--- src/cbx_pkg.sv ---
// constants, types and decode functions of the compare-branch unit
package cbx_pkg;

  // ----------------------------------------------------------------
  // opcodes
  // ----------------------------------------------------------------
  localparam logic [7:0] OP_CMP_IMM = 8'h11;
  localparam logic [7:0] OP_CMP_IND = 8'h12;
  localparam logic [7:0] OP_CMP_IDC = 8'h02;
  localparam logic [7:0] OP_BIT_MID = 8'hC7;

  // ----------------------------------------------------------------
  // lengths and documented instruction cycle counts
  // ----------------------------------------------------------------
  localparam logic [1:0] LEN_3 = 2'h3;
  localparam logic [1:0] LEN_4 = 2'h0;
  localparam logic [15:0] PC_STEP_3 = 16'h0003;
  localparam logic [15:0] PC_STEP_4 = 16'h0004;
  localparam logic [1:0] CYC_2 = 2'h2;
  localparam logic [1:0] CYC_3 = 2'h3;
  localparam logic [1:0] IDX_FIRST = 2'h1;

  // ----------------------------------------------------------------
  // field positions of the second and third bytes
  // ----------------------------------------------------------------
  localparam int OFF_FORM_BIT = 7;
  localparam int IDC_FORM_BIT = 0;
  localparam int PTR_LSB = 1;
  localparam int PTR_MSB = 6;
  localparam int OFF_MSB = 6;
  localparam int BIT_SEL_LSB = 5;
  localparam int MID_HI_MSB = 4;
  localparam int NUM_PTR = 64;

  // ----------------------------------------------------------------
  // reset values
  // ----------------------------------------------------------------
  localparam logic [15:0] PC_RST = 16'h0000;
  localparam logic [7:0] BYTE_RST = 8'h00;

  typedef enum logic [2:0] {
    F_ACC = 3'h0,
    F_IND = 3'h1,
    F_IDC = 3'h2,
    F_OFF = 3'h3,
    F_BIT = 3'h4,
    F_BAD = 3'h5
  } cbx_form_t;

  // instruction length in bytes, low two bits (4 wraps to 0)
  function automatic logic [1:0] cbx_len(input logic [7:0] op);
    cbx_len = (op == OP_CMP_IMM) ? LEN_3 : LEN_4;
  endfunction

  // operand form from opcode and second byte
  function automatic cbx_form_t cbx_form(input logic [7:0] op,
                                         input logic [7:0] b1);
    cbx_form = F_BAD;
    if (op == OP_CMP_IMM) begin
      cbx_form = F_ACC;
    end else if (op == OP_BIT_MID) begin
      cbx_form = F_BIT;
    end else if (op == OP_CMP_IDC && b1[IDC_FORM_BIT]) begin
      cbx_form = F_IDC;
    end else if (op == OP_CMP_IND && b1[OFF_FORM_BIT]) begin
      cbx_form = F_OFF;
    end else if (op == OP_CMP_IND && !b1[IDC_FORM_BIT]) begin
      cbx_form = F_IND;
    end
  endfunction

endpackage

--- src/cbx_exec_if.sv ---
// operands and results passed between sequencer, address and branch units
`timescale 1ns/10ps
`default_nettype none
interface cbx_exec_if;
  cbx_pkg::cbx_form_t form;
  logic [7:0] b1;
  logic [7:0] b2;
  logic [7:0] b3;
  logic [7:0] ptr_lo;
  logic [7:0] ptr_hi;
  logic [7:0] creg;
  logic [7:0] opnd;
  logic [15:0] pc;
  logic [15:0] ptr_addr;
  logic [15:0] addr;
  logic [15:0] target;
  logic take;
  logic less;

  modport ctl (output form, b1, b2, b3, ptr_lo, ptr_hi, creg, opnd, pc,
               input ptr_addr, addr, target, take, less);
  modport agen (input form, b1, b2, ptr_lo, ptr_hi, creg,
                output ptr_addr, addr);
  modport bru (input form, b1, b2, b3, opnd, pc,
               output target, take, less);
endinterface
`default_nettype wire

--- src/cbx_top.sv ---
// sequencer of the compare-and-branch and middle bit-test instructions
//
// How it works
// RULE_01: opcode 11H compares accumulator with immediate; 3 bytes, 2 cycles.
// RULE_02: accumulator form branches to PC+3+offset on mismatch, else PC+3.
// RULE_03: accumulator form sets carry to accumulator < immediate (unsigned).
// RULE_04: opcode 12H, bits 7 and 0 clear: pointer form; 4 bytes, 3 cycles.
// RULE_05: indirect form compares pointed byte; mismatch branches PC+4+offset.
// RULE_06: indirect form sets carry to fetched byte < immediate.
// RULE_07: six-bit field in second byte selects pointer 0 through 63.
// RULE_08: pointer plus signed C register gives address; 4 bytes, 3 cycles.
// RULE_09: C register form carry set when byte below immediate, else cleared.
// RULE_10: opcode 12H with bit 7 set holds a 7-bit offset form.
// RULE_11: bit test branches when tested bit is 0, falls through on 1.
// RULE_12: opcode C7H tests bit field of byte at 13-bit address.
// RULE_13: offset form uses pointer zero plus signed 7-bit offset.
// RULE_14: offset form carry follows the other compare forms.
// RULE_15: relative offset is sign-extended before adding to advanced PC.
// RULE_16: opcode 02H with second byte bit 0 set is the C register form.
`timescale 1ns/10ps
`default_nettype none
module cbx_top (
  // clock and reset
  input wire logic ref_clk_in,
  input wire logic resetn_in,
  // instruction start and core state
  input wire logic start_in,
  input wire logic [7:0] opcode_in,
  input wire logic [15:0] pc_in,
  input wire logic [7:0] acc_in,
  input wire logic [7:0] creg_in,
  input wire logic carry_in,
  // completion and results
  output logic busy_out,
  output logic done_out,
  output logic illegal_out,
  output logic [15:0] pc_out,
  output logic carry_out,
  output logic [1:0] cycles_out,
  // program memory
  output logic prog_rd_out,
  output logic [15:0] prog_addr_out,
  input wire logic [7:0] prog_data_in,
  // data memory and sfr space
  output logic data_rd_out,
  output logic [15:0] data_addr_out,
  input wire logic [7:0] data_data_in
);
  // ----------------------------------------------------------------
  // state and storage
  // ----------------------------------------------------------------
  typedef enum logic [2:0] {
    S_IDLE = 3'b000,
    S_PROG = 3'b001,
    S_PTRL = 3'b011,
    S_PTRH = 3'b010,
    S_OPND = 3'b110,
    S_EXEC = 3'b111
  } cbx_state_t;

  cbx_state_t state_ff;
  cbx_state_t nxt_state;
  logic [7:0] op_ff;
  logic [15:0] pc_ff;
  logic [7:0] acc_ff;
  logic [7:0] creg_ff;
  logic carry_ff;
  logic [7:0] ptr_lo_ff;
  logic [1:0] idx_ff;
  logic cap_ff;
  logic [1:0] cap_idx_ff;
  logic [7:0] ib_ff [1:3];
  logic done_ff;
  logic illegal_ff;
  logic [1:0] cycles_ff;

  cbx_exec_if ex ();

  // ----------------------------------------------------------------
  // decode and selection
  // ----------------------------------------------------------------
  wire logic [1:0] len;
  wire logic last_byte;
  wire cbx_pkg::cbx_form_t form;
  wire logic is_bad;
  wire logic is_cmp;
  wire logic direct_opnd;

  assign len = cbx_pkg::cbx_len(op_ff);  // [RULE_01] [RULE_04]
  assign last_byte = (idx_ff == (len - 2'h1));
  assign form = cbx_pkg::cbx_form(op_ff, ib_ff[1]);  // [RULE_10] [RULE_16]
  assign is_bad = (form == cbx_pkg::F_BAD);
  assign is_cmp = !is_bad && (form != cbx_pkg::F_BIT);
  assign direct_opnd = (op_ff == cbx_pkg::OP_CMP_IMM) ||
                       (op_ff == cbx_pkg::OP_BIT_MID);

  assign ex.form = form;
  assign ex.b1 = ib_ff[1];
  assign ex.b2 = ib_ff[2];
  assign ex.b3 = ib_ff[3];
  assign ex.ptr_lo = ptr_lo_ff;
  assign ex.ptr_hi = data_data_in;
  assign ex.creg = creg_ff;
  assign ex.pc = pc_ff;
  assign ex.opnd = (form == cbx_pkg::F_ACC) ? acc_ff : data_data_in;

  cbx_addr_gen u_agen (
    .ex (ex)
  );

  cbx_branch_unit u_bru (
    .ex (ex)
  );

  // ----------------------------------------------------------------
  // memory requests
  // ----------------------------------------------------------------
  assign prog_rd_out = (state_ff == S_PROG);
  assign prog_addr_out = pc_ff + {14'h0000, idx_ff};
  assign data_rd_out = !is_bad &&
                       ((state_ff == S_PTRL) || (state_ff == S_PTRH) ||
                        ((state_ff == S_OPND) &&
                         (form != cbx_pkg::F_ACC)));
  assign data_addr_out = (state_ff == S_PTRL) ? ex.ptr_addr :
                         (state_ff == S_PTRH) ? ex.ptr_addr + 16'h0001 :
                         ex.addr;  // [RULE_08] [RULE_13]

  // ----------------------------------------------------------------
  // sequencing
  // ----------------------------------------------------------------
  always_comb begin
    nxt_state = state_ff;
    unique case (state_ff)
      S_IDLE: begin
        if (start_in) begin
          nxt_state = S_PROG;
        end
      end
      S_PROG: begin
        if (last_byte) begin
          nxt_state = direct_opnd ? S_OPND : S_PTRL;
        end
      end
      S_PTRL: nxt_state = S_PTRH;
      S_PTRH: nxt_state = S_OPND;
      S_OPND: nxt_state = S_EXEC;
      S_EXEC: nxt_state = S_IDLE;
      default: nxt_state = S_IDLE;
    endcase
  end

  always_ff @(posedge ref_clk_in) begin
    if (!resetn_in) begin
      state_ff <= S_IDLE;
      idx_ff <= cbx_pkg::IDX_FIRST;
      cap_ff <= 1'b0;
      cap_idx_ff <= cbx_pkg::IDX_FIRST;
    end else begin
      state_ff <= nxt_state;
      idx_ff <= (state_ff == S_PROG) ? idx_ff + 2'h1 : cbx_pkg::IDX_FIRST;
      cap_ff <= prog_rd_out;
      cap_idx_ff <= idx_ff;
    end
  end

  // instruction bytes land one clock after their fetch
  for (genvar g = 1; g <= 3; g++) begin : g_ib
    always_ff @(posedge ref_clk_in) begin
      if (!resetn_in) begin
        ib_ff[g] <= cbx_pkg::BYTE_RST;
      end else if (cap_ff && cap_idx_ff == 2'(g)) begin
        ib_ff[g] <= prog_data_in;
      end
    end
  end

  // ----------------------------------------------------------------
  // architectural state
  // ----------------------------------------------------------------
  always_ff @(posedge ref_clk_in) begin
    if (!resetn_in) begin
      op_ff <= cbx_pkg::BYTE_RST;
      acc_ff <= cbx_pkg::BYTE_RST;
      creg_ff <= cbx_pkg::BYTE_RST;
      ptr_lo_ff <= cbx_pkg::BYTE_RST;
    end else begin
      if (state_ff == S_IDLE && start_in) begin
        op_ff <= opcode_in;
        acc_ff <= acc_in;
        creg_ff <= creg_in;
      end
      if (state_ff == S_PTRH) begin
        ptr_lo_ff <= data_data_in;
      end
    end
  end

  always_ff @(posedge ref_clk_in) begin
    if (!resetn_in) begin
      pc_ff <= cbx_pkg::PC_RST;
      carry_ff <= 1'b0;
    end else if (state_ff == S_IDLE && start_in) begin
      pc_ff <= pc_in;
      carry_ff <= carry_in;
    end else if (state_ff == S_EXEC && !is_bad) begin
      pc_ff <= ex.target;  // [RULE_02] [RULE_05] [RULE_08] [RULE_12]
      carry_ff <= is_cmp ? ex.less : carry_ff;  // [RULE_09] [RULE_14]
    end
  end

  always_ff @(posedge ref_clk_in) begin
    if (!resetn_in) begin
      done_ff <= 1'b0;
      illegal_ff <= 1'b0;
      cycles_ff <= 2'h0;
    end else begin
      done_ff <= (state_ff == S_EXEC);
      if (state_ff == S_EXEC) begin
        illegal_ff <= is_bad;
        cycles_ff <= (form == cbx_pkg::F_ACC) ? cbx_pkg::CYC_2 :
                     cbx_pkg::CYC_3;  // [RULE_01] [RULE_04]
      end
    end
  end

  assign busy_out = (state_ff != S_IDLE);
  assign done_out = done_ff;
  assign illegal_out = illegal_ff;
  assign pc_out = pc_ff;
  assign carry_out = carry_ff;
  assign cycles_out = cycles_ff;

  wire logic exec_acc;
  wire logic exec_ind;
  assign exec_acc = (state_ff == S_EXEC) && (form == cbx_pkg::F_ACC);
  assign exec_ind = (state_ff == S_EXEC) && is_cmp &&
                    (form != cbx_pkg::F_ACC);
endmodule
`default_nettype wire

--- src/cbx_addr_gen.sv ---
// data address generation for pointer and middle-range operands
`timescale 1ns/10ps
`default_nettype none
module cbx_addr_gen (
  cbx_exec_if.agen ex
);
  // ----------------------------------------------------------------
  // pointer word and displacement
  // ----------------------------------------------------------------
  wire logic [5:0] ptr_num;
  wire logic [15:0] disp;
  wire logic [15:0] base;

  // pointer low byte at 2n, high byte at 2n+1
  assign ptr_num = (ex.form == cbx_pkg::F_OFF) ? 6'h00 :
                   ex.b1[cbx_pkg::PTR_MSB:cbx_pkg::PTR_LSB];  // [RULE_07]
  assign ex.ptr_addr = {9'h000, ptr_num, 1'b0};  // [RULE_13]

  assign disp = (ex.form == cbx_pkg::F_IDC) ?
                  {{8{ex.creg[7]}}, ex.creg} :  // [RULE_08]
                (ex.form == cbx_pkg::F_OFF) ?
                  {{9{ex.b1[cbx_pkg::OFF_MSB]}},
                   ex.b1[cbx_pkg::OFF_MSB:0]} :  // [RULE_13]
                16'h0000;

  assign base = {ex.ptr_hi, ex.ptr_lo};

  // 13-bit middle-range address for the bit test
  assign ex.addr = (ex.form == cbx_pkg::F_BIT) ?
                   {3'h0, ex.b2[cbx_pkg::MID_HI_MSB:0], ex.b1} :  // [RULE_12]
                   base + disp;  // [RULE_05]
endmodule
`default_nettype wire

--- src/cbx_branch_unit.sv ---
// compare, carry and branch target computation
`timescale 1ns/10ps
`default_nettype none
module cbx_branch_unit (
  cbx_exec_if.bru ex
);
  // ----------------------------------------------------------------
  // operand selection
  // ----------------------------------------------------------------
  wire logic is_acc;
  wire logic [7:0] imm;
  wire logic [7:0] rel;
  wire logic [2:0] bit_sel;
  wire logic [15:0] step;
  wire logic [15:0] next_pc;

  assign is_acc = (ex.form == cbx_pkg::F_ACC);
  assign imm = is_acc ? ex.b1 : ex.b2;
  assign rel = is_acc ? ex.b2 : ex.b3;
  assign bit_sel = ex.b2[7:cbx_pkg::BIT_SEL_LSB];
  assign step = is_acc ? cbx_pkg::PC_STEP_3 : cbx_pkg::PC_STEP_4;  // [RULE_01]

  // ----------------------------------------------------------------
  // decision and target
  // ----------------------------------------------------------------
  assign ex.take = (ex.form == cbx_pkg::F_BIT) ?
                   !ex.opnd[bit_sel] :  // [RULE_11]
                   (ex.opnd != imm);  // [RULE_02] [RULE_05]
  assign ex.less = (ex.opnd < imm);  // [RULE_03] [RULE_06]
  assign next_pc = ex.pc + step;
  assign ex.target = ex.take ?
                     next_pc + {{8{rel[7]}}, rel} :  // [RULE_15]
                     next_pc;
endmodule
`default_nettype wire

--- config.mk ---
export PLATFORM = sky130hd
export DESIGN_NAME = cbx_top
export DESIGN_NICKNAME = d
export VERILOG_FILES = /design/src/cbx_pkg.sv /design/src/cbx_exec_if.sv /design/src/cbx_top.sv /design/src/cbx_addr_gen.sv /design/src/cbx_branch_unit.sv
export SDC_FILE = /design/constraint.sdc
export NUM_CORES = 1
export LEC_CHECK = 0
export BUFFER_PORTS_ARGS = -buffer_cell sky130_fd_sc_hd__buf_2
export CAP_MARGIN = 5
export CORE_MARGIN = 3
export CORE_UTILIZATION = 46
export CTS_BUF_LIST = sky130_fd_sc_hd__clkbuf_16
export DETAILED_ROUTE_END_ITERATION = 8
export PLACE_DENSITY = 0.67
export SYNTH_ARGS = -nofsm -noshare
export SYNTH_HDL_FRONTEND = slang
export SYNTH_HIERARCHICAL = 1
export SYNTH_SLANG_ARGS = --single-unit
--- constraint.sdc ---
create_clock -name ref_clk_in -period 14.4 [get_ports ref_clk_in]
set_input_delay 0.72 -clock ref_clk_in [delete_from_list [all_inputs] [get_ports ref_clk_in]]
set_output_delay 0.72 -clock ref_clk_in [all_outputs]
set_load 0.03 [all_outputs]
; After elaboration in Yosys (flattened, before gate mapping)
; Memory sizes are Yosys's and may differ from the RTL's.
; Cells that the tools add are included.
[totals]
in_bits = 60
memories = 1
ramBits = 24
output_inout_bits = 56
register_bits = 61
wordCells = 116
[classes]
n_addsub = 7
n_mux = 43
magnitude_cmp = 2
n_eq_ne = 21
n_reduce_logical = 26
bitwise = 3
[mem_list]
columns = name, depth, width, rd, rd_clocked_by_memory_dff, write_ports, line
row1 = ib_ff, 3, 8, 3, 0, 3, cbx_top.sv:72  ; logic [7:0] ib_ff [1:3];
[op_table]
columns = operator, count
row1 = $mux 16, 8
row2 = $add 16x16->16, 3
row3 = $mux 8, 6
row4 = $mux 3, 9
row5 = $add 16x2->16, 1
row6 = $eq 8x5->1 const B, 2
row7 = $mux 1, 16
row8 = $pmux 3 s5, 1
row9 = $eq 3x2->1 const B, 4
row10 = $eq 3x3->1 const B, 4
row11 = $logic_and 1x1->1, 11
row12 = $add 7x1->8 const B, 1
row13 = $eq 8x2->1 const B, 1
row14 = $eq 8x8->1 const B, 1
row15 = $lt 8x8->1, 1
row16 = $ne 8x8->1, 1
row17 = $logic_not 3->1, 2
row18 = $mux 6, 1
row19 = $reduce_and 2->1, 3
row20 = $reduce_bool 3->1, 2
row21 = $eq 2x2->1 const B, 2
row22 = $lt 3x4->1 const B, 1
row23 = $reduce_bool 2->1, 2
row24 = $bmux 1 s3, 1
row25 = 12 further kinds, 18

; Depth between registers and ports, before layout
; An unclocked memory read counts as a cell.
[depth]
depth_word = 17
depth_mapped = 26

; Hierarchy
; Netlist, hierarchy kept.
[by_module_without_submodules]
columns = mod, area_per_inst_um2, cells_per_inst, instances
row1 = cbx_top, 4785.8, 592, 1
row2 = cbx_branch_unit, 1632.8, 231, 1
row3 = cbx_addr_gen, 1261.2, 183, 1

; Worst setup path before layout
; Ideal clock, no wire load.
[synth_timing]
path_kind = reg-to-reg
start = register op_ff[4]
end = register pc_ff[15] (netlist: pc_out[15])
stages_incl_launch_ff = 27
setup_slack_ns = 8.932
t_required_ns = 14.267
setup_ns = 0.133
arrival_ns = 5.335
path_cell_list = dfxtp_1 > clkbuf_1 > nor2b_1 > and4_1 > buf_2 > clkbuf_1 > nor3_1 > or3_1 > buf_2 > inv_2 > clkbuf_1 > ha_1 > ha_1 > o21ai_0 > a21oi_1 > and2_1 > xor2_1 > ha_1 > and3_1 > a221oi_2 > a21boi_2 > a311oi_2 > o31ai_1 > mux2i_1 > xnor2_1 > a221oi_1 > o22ai_1
[synth_via]
word_cells_on_any_way = 32
[synth_lines]
columns = item, line
row1 = from (decl), cbx_top.sv:63  ; logic [7:0] op_ff;
row2 = from (signal assigned), cbx_top.sv:182  ; op_ff <= cbx_pkg::BYTE_RST;
row3 = from (signal assigned), cbx_top.sv:188  ; op_ff <= opcode_in;
row4 = $eq 8x5->1, cbx_pkg.sv:65  ; end else if (op == OP_CMP_IND && b1[OFF_FORM_BIT]) begin
row5 = $logic_and 1x1->1, cbx_pkg.sv:65
row6 = $mux 3, cbx_pkg.sv:65
row7 = $mux 3, cbx_pkg.sv:63  ; end else if (op == OP_CMP_IDC && b1[IDC_FORM_BIT]) begin
row8 = $mux 3, cbx_pkg.sv:61  ; end else if (op == OP_BIT_MID) begin
row9 = $mux 3 (*), cbx_pkg.sv:59  ; if (op == OP_CMP_IMM) begin
row10 = net ex.form[0], cbx_exec_if.sv:5  ; cbx_pkg::cbx_form_t form;
row11 = "parallel branches: the longest is 6 deep, another holds $add 16x16->16", --
row12 = $mux 16 (*), cbx_branch_unit.sv:31  ; assign ex.target = ex.take ?
row13 = net ex.target[15], cbx_exec_if.sv:16  ; logic [15:0] target;
row14 = $mux 16 (*), cbx_top.sv:205  ; end else if (state_ff == S_EXEC && !is_bad) begin
row15 = $mux 16 (*), cbx_top.sv:202  ; end else if (state_ff == S_IDLE && start_in) begin
row16 = to (signal assigned), cbx_top.sv:200  ; pc_ff <= cbx_pkg::PC_RST;
row17 = to (signal assigned), cbx_top.sv:203  ; pc_ff <= pc_in;
row18 = to (signal assigned), cbx_top.sv:206  ; pc_ff <= ex.target;
row19 = to (decl), cbx_top.sv:64  ; logic [15:0] pc_ff;
; Mark *: on every way through the listed nets, which the timed path passes. The select of a mux whose other input is x is not followed.
; A chain may end at the register's enable or synchronous reset.

; Final worst setup path
; Same ends and word-level chain as after synthesis.

==> metrics.cfg <==
[yosys]
synth-seq-cells = 85
synthTopCellsByCount = nand2_1, a21oi_1, nor2_1
yosysTopAreaCellShare_pct = 15.9
synth.distinct_cells = 78
yosys_warnings = 6
synth_ff_type = dfxtp_1
yosysTopAreaCell = dfxtp_1
syn_avg_cell_area_um2 = 7.63
ys_async_sr_fraction_pct = 0
syn-cell-area_um2 = 7680
synth_area_leaders = dfxtp_1, nand2_1, edfxtp_1
synthMostInstantiatedCell = nand2_1
ys_seq_area_share_pct = 25.3
synth_edf_count = 24
syn_inst = 1006

[route]
viasPerCell = 5.68
first_pass_iters = 6
ant_nets = 0
routed_wirelength_um = 21900
vias = 7402
drtIter0Drc = 526
routedWlPerCell_um = 16.8
drc = 0

[layout]
multi_input_area_um2 = 5290
final_core_util_pct = 53.1
num_antenna_cells = 0
syn_to_final_growth_pct = 11.4
drive_above_1_share_pct = 15.5
fill_cells = 1609
final_net_count = 1192
regArea_um2 = 1940

[grt]
grt.met2_usage_pct = 40.7
first_global_vias = 7007
overflow = 0
grt_max_degree = 59
track_usage_pct = 24.1
antenna_found_initial = 0
met3_usage_pct = 3.94
busiest_layer = met2
grt_pass1_wl_um = 35700
grtUsageMet1_pct = 31.8

[setup_path]
critPathMaxFanout = 18
end_kind = flop
cp.arrival_ns = 6.50
start_kind = flop
crit_type = reg -> reg
critical_path_required_ns = 14.61

[clock_network]
post_cts_buffers = 0
clk_latency_ns = 0.34
cts.clk_slew.worst_paths_ns = 0.06
ctsHtreeMaxLevel = 3
cts_sinks = 85
post_cts_resize_count = 0
cts_tree = yes
cts-root-buf = clkbuf_16
cts_hold_buf = 0
clock_path_buffers = 2
cts_buffers = 9

[pwr]
p_comb_share_pct = 31.6
seqPwrFrac_pct = 38.4
peakVddDrop_mv = 0.0411
clockPowerShare_pct = 30.0
p_switching_uw = 275
p_int_uw = 477
switching_share_pct = 36.6
p_leak_nw = 3.86
fin_total_pwr_uw = 752
cellPowerDensity_nw_per_um2 = 87.9

[flow_run]
timing.max_cap.violations = 0

[placement]
port_buffers = 115
dp.final_hpwl_um = 16700
place.gp.congestion = 0.940

[floorplanning]
dieArea_um2 = 18300
die_y_um = 135
initial_utilization_pct = 47.7
num_io_pins = 116
coreArea_um2 = 16100
row_count = 46
die_w_um = 135

[sta]
min_period_ns = 6.29
relSlewSlack_pct = 27.0
hold_violations = 0
tightest_slew_ns = 1.08
max_clock_freq_ghz = 0.159
rsz0062_at_grt = false
fin_crit_sh_pct = 43.7
fin_setup_tns_ns = 0
skew_ns = 0.00567
setup_violations = 0
finalMaxSlewViolations = 0

[run_status]
status = finished clean

[hold_path]
hold_path.class = reg -> reg

## worst max-delay path: stages, from the launching register on
cell,delay (ns)
dfxtp_1,0.38
nor2b_1,0.18
and4_1,0.37
nor3_2,0.83
or3_1,0.69
inv_2,0.29
ha_1,0.30
ha_1,0.24
o21ai_0,0.16
a21oi_1,0.11
and2_1,0.19
xor2_1,0.20
ha_1,0.32
and3_1,0.21
a221oi_2,0.33
a21boi_2,0.15
a311oi_2,0.33
o31ai_1,0.13
mux2i_1,0.20
xnor2_1,0.11
a221oi_1,0.28
o22ai_1,0.12
## final timing paths
kind,startpoint,to,slack (ns),depth (start not counted)
setup / recovery,op_ff[4],pc_out[15],8.11,21
hold / removal,creg_ff[0],creg_ff[0],0.46,2
setup reg to reg,op_ff[4],pc_out[15],8.11,21
hold reg to reg,creg_ff[0],creg_ff[0],0.46,2
## metrics by stage
step	setup WS (ns)	instances	cell area (µm²)	hold WS, ns
floorplan	8.93	1015	7710	0.436
global placement	8.39	1287	8270	0.444
detailed placement	8.21	1287	8270	0.447
CTS	8.19	1303	8560	0.456
global route	7.54	1303	8560	0.485
finish	8.11	1303	8560	0.457
## layer usage
layer | up-vias | part of all wire [%]
met5 | - | 0
met4 | 0 | 2.0
met3 | 35 | 4.8
met2 | 224 | 48
met1 | 3427 | 45
li1 | 3716 | -
## state kept, by name, summed over array words and instances (netlist names)
register,flops
acc_ff,8
cycles_out,2
ex.ptr_lo,8
op_ff,8
idx_ff,2
cap_idx_ff,2
illegal_out,1
creg_ff,8
done_out,1
pc_out,16
carry_out,1
state_ff,3
ib_ff,24
cap_ff,1
## placed cells by master, fill, tap and decap left out, types with 18 or more instances in the layout
| master | netlist | routed |
|---|---|---|
| a21o_1 | 19 | 19 |
| xor2_1 | 33 | 33 |
| edfxtp_1 | 24 | 24 |
| buf_2 | 11 | 115 |
| nor2_1 | 74 | 74 |
| mux2i_1 | 18 | 18 |
| dfxtp_1 | 61 | 61 |
| xnor2_1 | 34 | 34 |
| and2_1 | 37 | 37 |
| o21ai_0 | 36 | 36 |
| a21oi_1 | 101 | 101 |
| ha_1 | 47 | 47 |
| nand2_1 | 199 | 199 |
| inv_1 | 42 | 42 |
## power groups by stage
stage	sequential (mW)	combinational [mW]	clock, mW
after global routing	0.292	0.261	0.238
after floorplan	0.294	0.173	0
final	0.289	0.237	0.226
after CTS	0.288	0.236	0.230
after global placement	0.294	0.233	0
after detailed placement	0.294	0.235	0
## final cells by class
| cell class | instances | share of cell area (%) |
|---|---|---|
| Clock buffer | 10 | 2.92 |
| Sequential cell | 85 | 22.7 |
| Timing Repair Buffer | 119 | 7.08 |
| Tap cell | 216 | 3.16 |
| Inverter | 43 | 1.89 |
| Clock inverter | 6 | 0.424 |
| Multi-Input combinational cell | 824 | 61.8 |
## kinds of logic after synthesis
family	Yosys count	synth area share [%]
simple gates	421	26.1
compound gates	252	22.6
buf+inv	106	6.34
flops	85	25.3
xor+xnor	68	7.85
fa+ha+maj	50	8.44
mux	23	3.37
other cells	1	0.0488
No activity file was read; power rests on OpenSTA's default activity.
